`config.mk`:
```
export PLATFORM = sky130hd
export DESIGN_NAME = dma_channel_count_and_address
export DESIGN_NICKNAME = d
export VERILOG_FILES = /design/src/rtl/dma_channel_pkg.sv /design/src/rtl/dma_channel_count_and_address.sv /design/src/rtl/dma_pair_buffer.sv
export VERILOG_INCLUDE_DIRS = /design/src /design/src/rtl
export SDC_FILE = /design/constraint.sdc
export NUM_CORES = 2
export LEC_CHECK = 0
export ABC_CLOCK_PERIOD_IN_PS = 3750
export CAP_MARGIN = 30
export CORE_MARGIN = 2
export CORE_UTILIZATION = 30
export CTS_CLUSTER_SIZE = 16
export DETAILED_ROUTE_END_ITERATION = 12
export DONT_BUFFER_PORTS = 1
export PLACE_DENSITY = 0.47
export SLEW_MARGIN = 0
export SYNTH_ARGS = -nofsm -noshare
export SYNTH_HDL_FRONTEND = slang
export SYNTH_HIERARCHICAL = 1
export SYNTH_SLANG_ARGS = --single-unit
```
`constraint.sdc`:
```
create_clock -name pclk -period 3.75 [get_ports pclk]
set_clock_uncertainty 0.2 [all_clocks]
set_input_delay 0.75 -clock pclk [delete_from_list [all_inputs] [get_ports pclk]]
set_output_delay 0.75 -clock pclk [all_outputs]
set_load 0.1 [all_outputs]
```
`src/rtl/dma_channel_defines.svh`:
```
`ifndef DMA_CHANNEL_DEFINES_SVH
`define DMA_CHANNEL_DEFINES_SVH

// ****************************************************************
// Channel count and register map.
// ****************************************************************
`define CH_COUNT       5
`define CH_STRIDE      32'h0000_0014
`define CFG_OFFSET     32'h0000_0008
`define COUNT_OFFSET   32'h0000_000c
`define PADDR_OFFSET   32'h0000_0010
`define MADDR_OFFSET   32'h0000_0014
`define REG_RESET      32'h0000_0000

// ****************************************************************
// Configuration register fields.
// ****************************************************************
`define CFG_WIDTH      15
`define CFG_ON_BIT     0
`define CFG_DIR_BIT    4
`define CFG_RELOAD_BIT 5
`define CFG_PSIZE_LSB  8
`define CFG_MEMORY_WORD_SIZE_LSB  10
`define CFG_M2M_BIT    14
`define CFG_MASK       15'h7fff

// ****************************************************************
// Word size codes and buffer layout.
// ****************************************************************
`define SIZE_8         2'h0
`define SIZE_16        2'h1
`define SIZE_32        2'h2
`define ENTRY_WIDTH    69

`endif

```
`src/rtl/dma_channel_pkg.sv`:
```
package dma_channel_pkg;

   // Transfer engine states, one-hot.
   typedef enum logic [1:0] {
      eng_idle = 2'b01,
      eng_read = 2'b10
   } engine_e;

   // Register selector inside one channel's window.
   typedef enum logic [1:0] {
      sel_cfg   = 2'h0,
      sel_count = 2'h1,
      sel_paddr = 2'h2,
      sel_maddr = 2'h3
   } reg_sel_e;

   // Result of an APB address decode.
   typedef struct packed {
      logic     hit;
      logic [2:0] ch;
      reg_sel_e sel;
   } reg_hit_s;

endpackage

```
`src/rtl/dma_channel_count_and_address.sv`:
```
// The APB interface to the registers was left to the implementer.
`timescale 1ns/10ps
`include "dma_channel_defines.svh"

//
// Behaviour
// - Each channel keeps a 16-bit count of transfers left, 0 to 65535, upper bits read zero.
// - Software writes to the count take effect only while the channel is off.
// - While the channel is on the count is read-only and reads show the transfers left.
// - Each completed single transfer of a channel lowers its count by one.
// - A channel without auto-reload ends its block with the count at zero.
// - A channel in auto-reload mode reloads the last programmed count at the block's end.
// - A channel whose count is zero moves no data, whether on or off.
// - Each channel keeps a 32-bit peripheral base address that ignores writes while on.
// - Each channel keeps a 32-bit memory base address that ignores writes while on.
// - A 16-bit peripheral word size clears bit 0 of the peripheral address.
// - A 32-bit peripheral word size clears bits 1:0 of the peripheral address.
// - A 16-bit memory word size clears bit 0 of the memory address.
// - A 32-bit memory word size clears bits 1:0 of the memory address.
// - Peripheral word size codes are 00 8-bit, 01 16-bit, 10 32-bit, 11 reserved.
// - Memory word size codes are 00 8-bit, 01 16-bit, 10 32-bit, 11 reserved.
//
module dma_channel_count_and_address
   import dma_channel_pkg::*;
(
   input  wire logic                  pclk,     // System clock, 125 MHz.
   input  wire logic                  presetn,  // Asynchronous reset, active low.
   input  wire logic                  psel,     // APB select.
   input  wire logic                  penable,  // APB access phase.
   input  wire logic                  pwrite,   // APB direction, high for write.
   input  wire logic [31:0]           paddr,    // APB byte address.
   input  wire logic [31:0]           pwdata,   // APB write data.
   output logic                       pready,   // APB ready, always high.
   output logic [31:0]                prdata,   // APB read data, registered.
   output logic                       pslverr,  // APB error on unmapped address.
   input  wire logic [`CH_COUNT-1:0]  xfer_req, // Peripheral transfer requests, level.
   output logic                       rd_valid, // Source read request.
   input  wire logic                  rd_ready, // Source read done, data valid.
   output logic [31:0]                rd_addr,  // Source address, aligned.
   output logic [1:0]                 rd_size,  // Source word size code.
   input  wire logic [31:0]           rd_data,  // Source read data.
   output logic                       wr_valid, // Destination write request.
   input  wire logic                  wr_ready, // Destination write done.
   output logic [31:0]                wr_addr,  // Destination address, aligned.
   output logic [1:0]                 wr_size,  // Destination word size code.
   output logic [31:0]                wr_data   // Destination write data.
);

   // ****************************************************************
   // State and helpers.
   // ****************************************************************
   typedef struct packed {
      logic [`CH_COUNT-1:0][`CFG_WIDTH-1:0] cfg;
      logic [`CH_COUNT-1:0][15:0]           count;
      logic [`CH_COUNT-1:0][15:0]           reload;
      logic [`CH_COUNT-1:0][31:0]           paddr;
      logic [`CH_COUNT-1:0][31:0]           maddr;
      logic [`CH_COUNT-1:0]                 done;
      engine_e                              eng;
      logic [2:0]                           ch;
      logic [1:0]                           inflight;
      logic [31:0]                          rd_addr;
      logic [1:0]                           rd_size;
      logic [31:0]                          dst_addr;
      logic [1:0]                           dst_size;
      logic [31:0]                          prdata;
      logic                                 pslverr;
   } dma_state_s;

   dma_state_s                state_reg;
   dma_state_s                state_next;
   reg_hit_s                  dec;
   logic                      apb_setup;
   logic                      apb_wr;
   logic                      buf_in_valid;
   logic                      buf_in_ready;
   logic [`ENTRY_WIDTH-1:0]   buf_in_data;
   logic [`ENTRY_WIDTH-1:0]   buf_out_data;
   logic                      wr_fire;
   logic [2:0]                wr_ch;

   // Forces an address onto the boundary of its word size.
   function automatic logic [31:0] align_addr(input logic [31:0] a, input logic [1:0] size);
      logic [31:0] r;
      r = a;
      if (size == `SIZE_16) begin
         r[0] = 1'b0;
      end else if (size == `SIZE_32) begin
         r[1:0] = 2'h0;
      end
      return r;
   endfunction

   // Maps a byte address onto a channel and one of its four registers. Each
   // channel's window is five words long and its fifth word is a reserved
   // gap; that gap must not alias the configuration register.
   function automatic reg_hit_s reg_decode(input logic [31:0] a);
      reg_hit_s    r;
      logic [31:0] base;
      r = '0;
      for (int i = 0; i < `CH_COUNT; i++) begin
         base = `CFG_OFFSET + (32'(i) * `CH_STRIDE);
         if (a >= base && a <= base + (`MADDR_OFFSET - `CFG_OFFSET) && a[1:0] == 2'h0) begin
            r.hit = 1'b1;
            r.ch  = 3'(i);
            r.sel = reg_sel_e'(2'((a - base) >> 2));
         end
      end
      return r;
   endfunction

   // APB decode shared by reads and writes. Zero wait states throughout.
   assign dec       = reg_decode(paddr);
   assign apb_setup = psel && !penable;
   assign apb_wr    = psel && penable && pwrite && dec.hit;
   assign pready    = 1'b1;
   assign prdata    = state_reg.prdata;
   assign pslverr   = state_reg.pslverr;

   // Engine outputs; the write side is the buffer's head entry.
   assign rd_valid     = (state_reg.eng == eng_read);
   assign rd_addr      = state_reg.rd_addr;
   assign rd_size      = state_reg.rd_size;
   assign buf_in_valid = rd_valid && rd_ready;
   assign buf_in_data  = {state_reg.ch, state_reg.dst_addr, state_reg.dst_size, rd_data};
   assign wr_ch        = buf_out_data[68:66];
   assign wr_addr      = buf_out_data[65:34];
   assign wr_size      = buf_out_data[33:32];
   assign wr_data      = buf_out_data[31:0];
   assign wr_fire      = wr_valid && wr_ready;

   // ****************************************************************
   // Data buffer between source reads and destination writes.
   // ****************************************************************
   dma_pair_buffer u_pair_buffer (
      .pclk      (pclk),
      .presetn   (presetn),
      .in_valid  (buf_in_valid),
      .in_ready  (buf_in_ready),
      .in_data   (buf_in_data),
      .out_valid (wr_valid),
      .out_ready (wr_ready),
      .out_data  (buf_out_data)
   );

   // ****************************************************************
   // Next-state logic: registers, counters and the read engine.
   // ****************************************************************
   always_comb begin
      logic       found;
      logic [2:0] pick;
      logic       src_mem;
      logic [1:0] psz;
      logic [1:0] msz;
      logic [1:0] infl;
      found      = 1'b0;
      pick       = 3'h0;
      src_mem    = 1'b0;
      psz        = `SIZE_8;
      msz        = `SIZE_8;
      infl       = state_reg.inflight;
      state_next = state_reg;

      // Read data is caught in the setup phase so it comes from a register.
      if (apb_setup) begin
         state_next.prdata  = `REG_RESET;
         state_next.pslverr = !dec.hit;
         if (dec.hit && !pwrite) begin
            unique case (dec.sel)
               sel_cfg:   state_next.prdata = {17'h0, state_reg.cfg[dec.ch]};
               sel_count: state_next.prdata = {16'h0, state_reg.count[dec.ch]};
               sel_paddr: state_next.prdata = state_reg.paddr[dec.ch];
               sel_maddr: state_next.prdata = state_reg.maddr[dec.ch];
            endcase
         end
      end

      // A completed write is one finished transfer of its channel.
      if (wr_fire) begin
         infl = infl - 2'h1;
         if (state_reg.count[wr_ch] == 16'h0001) begin
            if (state_reg.cfg[wr_ch][`CFG_RELOAD_BIT]) begin
               state_next.count[wr_ch] = state_reg.reload[wr_ch];
            end else begin
               state_next.count[wr_ch] = 16'h0000;
               state_next.done[wr_ch]  = 1'b1;
            end
         end else if (state_reg.count[wr_ch] != 16'h0000) begin
            state_next.count[wr_ch] = state_reg.count[wr_ch] - 16'h0001;
         end
      end

      // Software writes; count and addresses are locked while the channel is on.
      if (apb_wr) begin
         unique case (dec.sel)
            sel_cfg: begin
               state_next.cfg[dec.ch] = pwdata[`CFG_WIDTH-1:0] & `CFG_MASK;
            end
            sel_count: begin
               if (!state_reg.cfg[dec.ch][`CFG_ON_BIT]) begin
                  state_next.count[dec.ch]  = pwdata[15:0];
                  state_next.reload[dec.ch] = pwdata[15:0];
               end
            end
            sel_paddr: begin
               if (!state_reg.cfg[dec.ch][`CFG_ON_BIT]) begin
                  state_next.paddr[dec.ch] = pwdata;
               end
            end
            sel_maddr: begin
               if (!state_reg.cfg[dec.ch][`CFG_ON_BIT]) begin
                  state_next.maddr[dec.ch] = pwdata;
               end
            end
         endcase
      end

      // Turning a channel off re-arms it after a finished block.
      for (int i = 0; i < `CH_COUNT; i++) begin
         if (!state_next.cfg[i][`CFG_ON_BIT]) begin
            state_next.done[i] = 1'b0;
         end
      end

      // Pick the lowest eligible channel; words already read count against it,
      // and another channel waits until the buffer has drained.
      for (int i = `CH_COUNT - 1; i >= 0; i--) begin
         if (state_reg.cfg[i][`CFG_ON_BIT] && !state_reg.done[i]
             && (xfer_req[i] || state_reg.cfg[i][`CFG_M2M_BIT])
             && ((state_reg.inflight == 2'h0 && state_reg.count[i] != 16'h0000)
                 || (3'(i) == state_reg.ch
                     && state_reg.count[i] > {14'h0, state_reg.inflight}))) begin
            found = 1'b1;
            pick  = 3'(i);
         end
      end

      // Read engine: one source read at a time, started only with buffer room.
      unique case (state_reg.eng)
         eng_idle: begin
            if (found && buf_in_ready) begin
               src_mem = state_reg.cfg[pick][`CFG_DIR_BIT];
               psz     = state_reg.cfg[pick][`CFG_PSIZE_LSB +: 2];
               msz     = state_reg.cfg[pick][`CFG_MEMORY_WORD_SIZE_LSB +: 2];
               state_next.ch  = pick;
               state_next.eng = eng_read;
               if (src_mem) begin
                  state_next.rd_addr  = align_addr(state_reg.maddr[pick], msz);
                  state_next.rd_size  = msz;
                  state_next.dst_addr = align_addr(state_reg.paddr[pick], psz);
                  state_next.dst_size = psz;
               end else begin
                  state_next.rd_addr  = align_addr(state_reg.paddr[pick], psz);
                  state_next.rd_size  = psz;
                  state_next.dst_addr = align_addr(state_reg.maddr[pick], msz);
                  state_next.dst_size = msz;
               end
            end
         end
         eng_read: begin
            if (rd_ready) begin
               infl           = infl + 2'h1;
               state_next.eng = eng_idle;
            end
         end
      endcase
      state_next.inflight = infl;
   end

   // State register.
   always_ff @(posedge pclk or negedge presetn) begin
      if (!presetn) begin
         state_reg     <= '0;
         state_reg.eng <= eng_idle;
      end else begin
         state_reg <= state_next;
      end
   end
endmodule // dma_channel_count_and_address

```
`src/rtl/dma_pair_buffer.sv`:
```
`timescale 1ns/10ps
`include "dma_channel_defines.svh"

// Two-entry buffer; the oldest word always sits in the head register.
module dma_pair_buffer
   import dma_channel_pkg::*;
(
   input  wire logic                      pclk,      // System clock.
   input  wire logic                      presetn,   // Asynchronous reset, active low.
   input  wire logic                      in_valid,  // Filling side offers a word.
   output logic                           in_ready,  // Room for a word.
   input  wire logic [`ENTRY_WIDTH-1:0]   in_data,   // Word offered.
   output logic                           out_valid, // Head word available.
   input  wire logic                      out_ready, // Draining side takes the head.
   output logic [`ENTRY_WIDTH-1:0]        out_data   // Head word, from a register.
);

   typedef struct packed {
      logic [`ENTRY_WIDTH-1:0] head;
      logic [`ENTRY_WIDTH-1:0] tail;
      logic [1:0]              fill;
   } pair_s;

   pair_s buf_reg;
   pair_s buf_next;
   logic  push;
   logic  pop;

   // Handshakes. A full buffer refuses a push even when popped, which keeps
   // the ready path free of the drain side at the cost of one bubble.
   assign in_ready  = (buf_reg.fill != 2'h2);
   assign out_valid = (buf_reg.fill != 2'h0);
   assign out_data  = buf_reg.head;
   assign push      = in_valid && in_ready;
   assign pop       = out_valid && out_ready;

   // Next-state of the two entries and the fill level.
   always_comb begin
      buf_next = buf_reg;
      unique case ({push, pop})
         2'b10: begin
            if (buf_reg.fill == 2'h0) begin
               buf_next.head = in_data;
            end else begin
               buf_next.tail = in_data;
            end
            buf_next.fill = buf_reg.fill + 2'h1;
         end
         2'b01: begin
            buf_next.head = buf_reg.tail;
            buf_next.fill = buf_reg.fill - 2'h1;
         end
         2'b11: begin
            buf_next.head = in_data;
         end
         default: begin
            buf_next = buf_reg;
         end
      endcase
   end

   // State register.
   always_ff @(posedge pclk or negedge presetn) begin
      if (!presetn) begin
         buf_reg <= '0;
      end else begin
         buf_reg <= buf_next;
      end
   end

endmodule // dma_pair_buffer

```
==> impl_metrics.toml <==
[setup_path]
worstPathArrival_ps = 4050
worstPathCellList = "nor4_2 > buf_4 > nand4_1 > buf_4 > o211ai_1 > buf_4 > nand2_1 > nor4b_4 > and2_4 > buf_12 > buf_12 > buf_4 > a31oi_1 > a22oi_1 > o221ai_1"
crit_type = "register to register"
critPathLaunchType = "register"
critPathMaxFanout = 11
critPathMaxStageDelay_ps = 390
crit_slowest_cell = "dfrtp_1"
crit_buf_inv = 6
worstRegToRegCells = 15
path_delay_family = "simple AND/OR/NAND/NOR gates"
r2r_end = "rd_addr[22]"
cpMostUsedCell = "buf_4"
cp_data_required_time_ps = 4140
r2r_start = "state_reg[555]"
reg2reg_slack_ps = 90
end_kind = "register"

[logic_synthesis]
synth_edf_count = 0
synth_warnings = 6
synth_nets = 4655
syn_area_um2 = 43300
syn_inst = 4528
synthArstFlopShare_pct = 100
avgSynthCellArea_um2 = 9.57
ys_seq_elements = 808
synth.distinct_cells = 99
synth_flop_cell = "dfrtp_1"
seq_area_frac_synth_pct = 46.7

[grt]
track_usage_pct = 24.6
gr-total-overflow = 0
first_global_vias = 36500
grt_pass1_wl_um = 267000
grt_max_degree = 243
antenna_found_initial = 8

[clocking]
cts-buffers-inserted = 94
path_clk_slew_ps = 60
cts_tree = "yes"
clockBufferDepth = 3
cts.sinks = 808
htreeDepth = 3
clk_latency_ps = 730
cts_root_buffer = "clkbuf_16"

[sta]
slew_viol_final = 0
hold_ws_ps = 53.2
min_period_ps = 3660
tns_ps = 0
min_period_over_period_pct = 97.6
setup_violations = 0
finalHoldViolations = 0
worst_slew_pin_slew_ps = 1210
rsz0062_at_grt = "yes"
max_freq_mhz = 273
slew_headroom_pct = 19.6

[drt]
drt-wirelength-per-cell_um = 27.4
drt_iter0_markers = 3983
drt_wl_total_um = 187000
viasPerCell = 5.53
drcViolationCount = 0
ant_nets = 0
vias = 37800
first_pass_iters = 6

[die]
ioPinCount = 244
dieArea_um2 = 147000
die_width_um = 384
core_area_um2 = 143000
initial_core_util_pct = 30.2
die_h_um = 384
rows = 139

[final_layout]
drive_above_1_share_pct = 29.6
final_nets = 4975
mostFrequentLayoutCells = "nand2_1, dfrtp_1, mux2_2"
instances_no_fill = 6834
synthToLayoutAreaGrowth_pct = 26.3
largest_reg_flops = 564
utilization_pct = 38.1
final_common_cell = "nand2_1"

[power_and_ir_drop]
leakage_nw = 25.2
netSwitchingPower_mw = 4.52
seqPwrFrac_pct = 45.2
p_int_mw = 14.8
powerDensity_nw_per_um2 = 353
swShare_pct = 23.4
irDropWorstVdd_mv = 0.328
p_clk_share_pct = 52.1
power_frac_comb_pct = 2.7

[hold_path]
hold_path_end = "state_reg[624]"
hold_path_class = "input port to register"
worstHoldPathCells = 1
holdCritStartpoint = "pwdata[1]"

[placement]
place_hpwl_um = 123000
placedCellCount = 6545
gp_congestion = 0.942
io_buffer_count = 0

[flow_run]
maxCapViolations = 0

[run_status]
status = "completed"
==> cell usage after synthesis (all sizes together), types with 5 or more instances <==
| library cell | count | area (um2) |
|---|---|---|
| o211ai | 27 | 203 |
| xnor2 | 17 | 149 |
| mux2 | 592 | 6670 |
| nor4 | 28 | 188 |
| o21ai | 164 | 821 |
| nor3b | 8 | 65.1 |
| o2111ai | 18 | 158 |
| o31ai | 6 | 45.0 |
| a311o | 7 | 70.1 |
| nor2 | 194 | 748 |
| a32o | 9 | 90.1 |
| o22ai | 22 | 138 |
| and2 | 11 | 68.8 |
| nand2 | 1118 | 4200 |
| ha | 19 | 238 |
| dfrtp | 807 | 20200 |
| a32oi | 13 | 114 |
| a221oi | 24 | 210 |
| a21o | 12 | 90.1 |
| nand3b | 8 | 60.1 |
| inv | 33 | 124 |
| a211oi | 11 | 82.6 |
| mux2i | 39 | 403 |
| and3 | 31 | 194 |
| nand2b | 11 | 68.8 |
| a31oi | 68 | 425 |
| a211o | 5 | 43.8 |
| a311oi | 5 | 43.8 |
| o21a | 11 | 82.6 |
| a21oi | 105 | 541 |
| buf | 284 | 1810 |
| xor2 | 6 | 52.6 |
| o221ai | 73 | 639 |
| nor2b | 9 | 56.3 |
| nand4 | 12 | 87.6 |
| or4 | 5 | 37.5 |
| a22oi | 113 | 858 |
| nand3 | 299 | 1520 |
| nor3 | 34 | 228 |
| clkbuf | 197 | 742 |
==> worst reg2reg max path, delay by kind of cell (launching register included) <==
| family | cells | cell delay (ps) |
|---|---|---|
| buffers and inverters | 6 | 1040 |
| AO/OA/AOI/OAI | 4 | 860 |
| flip-flops | 1 | 390 |
| AND/OR/NAND/NOR | 5 | 1030 |
==> worst max-delay path by stage <==
stage | startpoint | endpoint | slack (ps) | cells past startpoint
after floorplan | paddr[3] | state_reg[220] | -80 | 14
after global placement | paddr[20] | prdata[31] | -430 | 12
after detailed placement | paddr[25] | prdata[31] | -400 | 12
after CTS | state_reg[102] | rd_addr[0] | -2 | 16
after global routing | state_reg[102] | rd_addr[0] | -20 | 17
final | state_reg[555] | rd_addr[22] | 90 | 15
==> stage by stage <==
stage / power, mW / cell area, um2 / worst slack (ps)
after floorplan: 8.99 / 43500 / -75.4
after global placement: 9.15 / 49100 / -427
after detailed placement: 9.15 / 49700 / -404
after CTS: 19.5 / 54000 / -2.08
after global routing: 19.9 / 54700 / -23.1
final: 19.3 / 54700 / 89.5
==> layout make-up <==
class / count / area (um2)
inverters: 33 / 131
multi-input cells: 3206 / 21100
repair buffers: 705 / 7540
clock buffers: 128 / 2710
clock inverters: 45 / 638
flip-flops and latches: 808 / 20200
diodes: 6 / 15.0
well taps: 1903 / 2380
fillers: 14100 / 88800
==> routing by layer <==
metal,GRT usage (%),part of all wire (%),vias up,wire length (um)
met5,0,0.0069,-,13
met4,10.1,4.3,2,8110
met3,4.50,7.7,359,14500
met2,37.6,44,1676,82800
met1,34.1,44,19200,81800
li1,-,-,16500,-
==> logic make-up (layout without fill, tap and decap cells) <==
logic type,after synthesis,count (layout),synth area share (%)
multiplexers,635,635,16.5
AO/OA/AOI/OAI,741,741,11.8
flip-flops,808,808,46.7
other,1,7,0.00866
XOR/XNOR,23,23,0.465
adder cells (fa/ha/maj),19,19,0.549
buffers and inverters,514,911,6.18
AND/OR/NAND/NOR,1787,1787,17.8
==> power groups by stage <==
| stage | clock, mW | sequential, mW | combinational [mW] |
|---|---|---|---|
| 4_1_cts | 10.2 | 8.72 | 0.523 |
| 6_report | 10.1 | 8.72 | 0.528 |
| 3_3_place_gp | 0 | 8.88 | 0.269 |
| 3_5_place_dp | 0 | 8.88 | 0.268 |
| 5_1_grt | 10.6 | 8.71 | 0.575 |
| 2_1_floorplan | 0 | 8.88 | 0.105 |
==> repair_timing <==
| item | in CTS | in global routing |
|---|---|---|
| hold endpoints to repair | 624 | 107 |
| setup buffers | 5 | 6 |
| gates resized for setup | 8 | 56 |
| pin swaps | 2 | 14 |
| hold buffers | 81 | 1 |
| setup endpoints to repair | 70 | 104 |
| gates cloned | 0 | 8 |
Power figures use the tool's default switching activity.
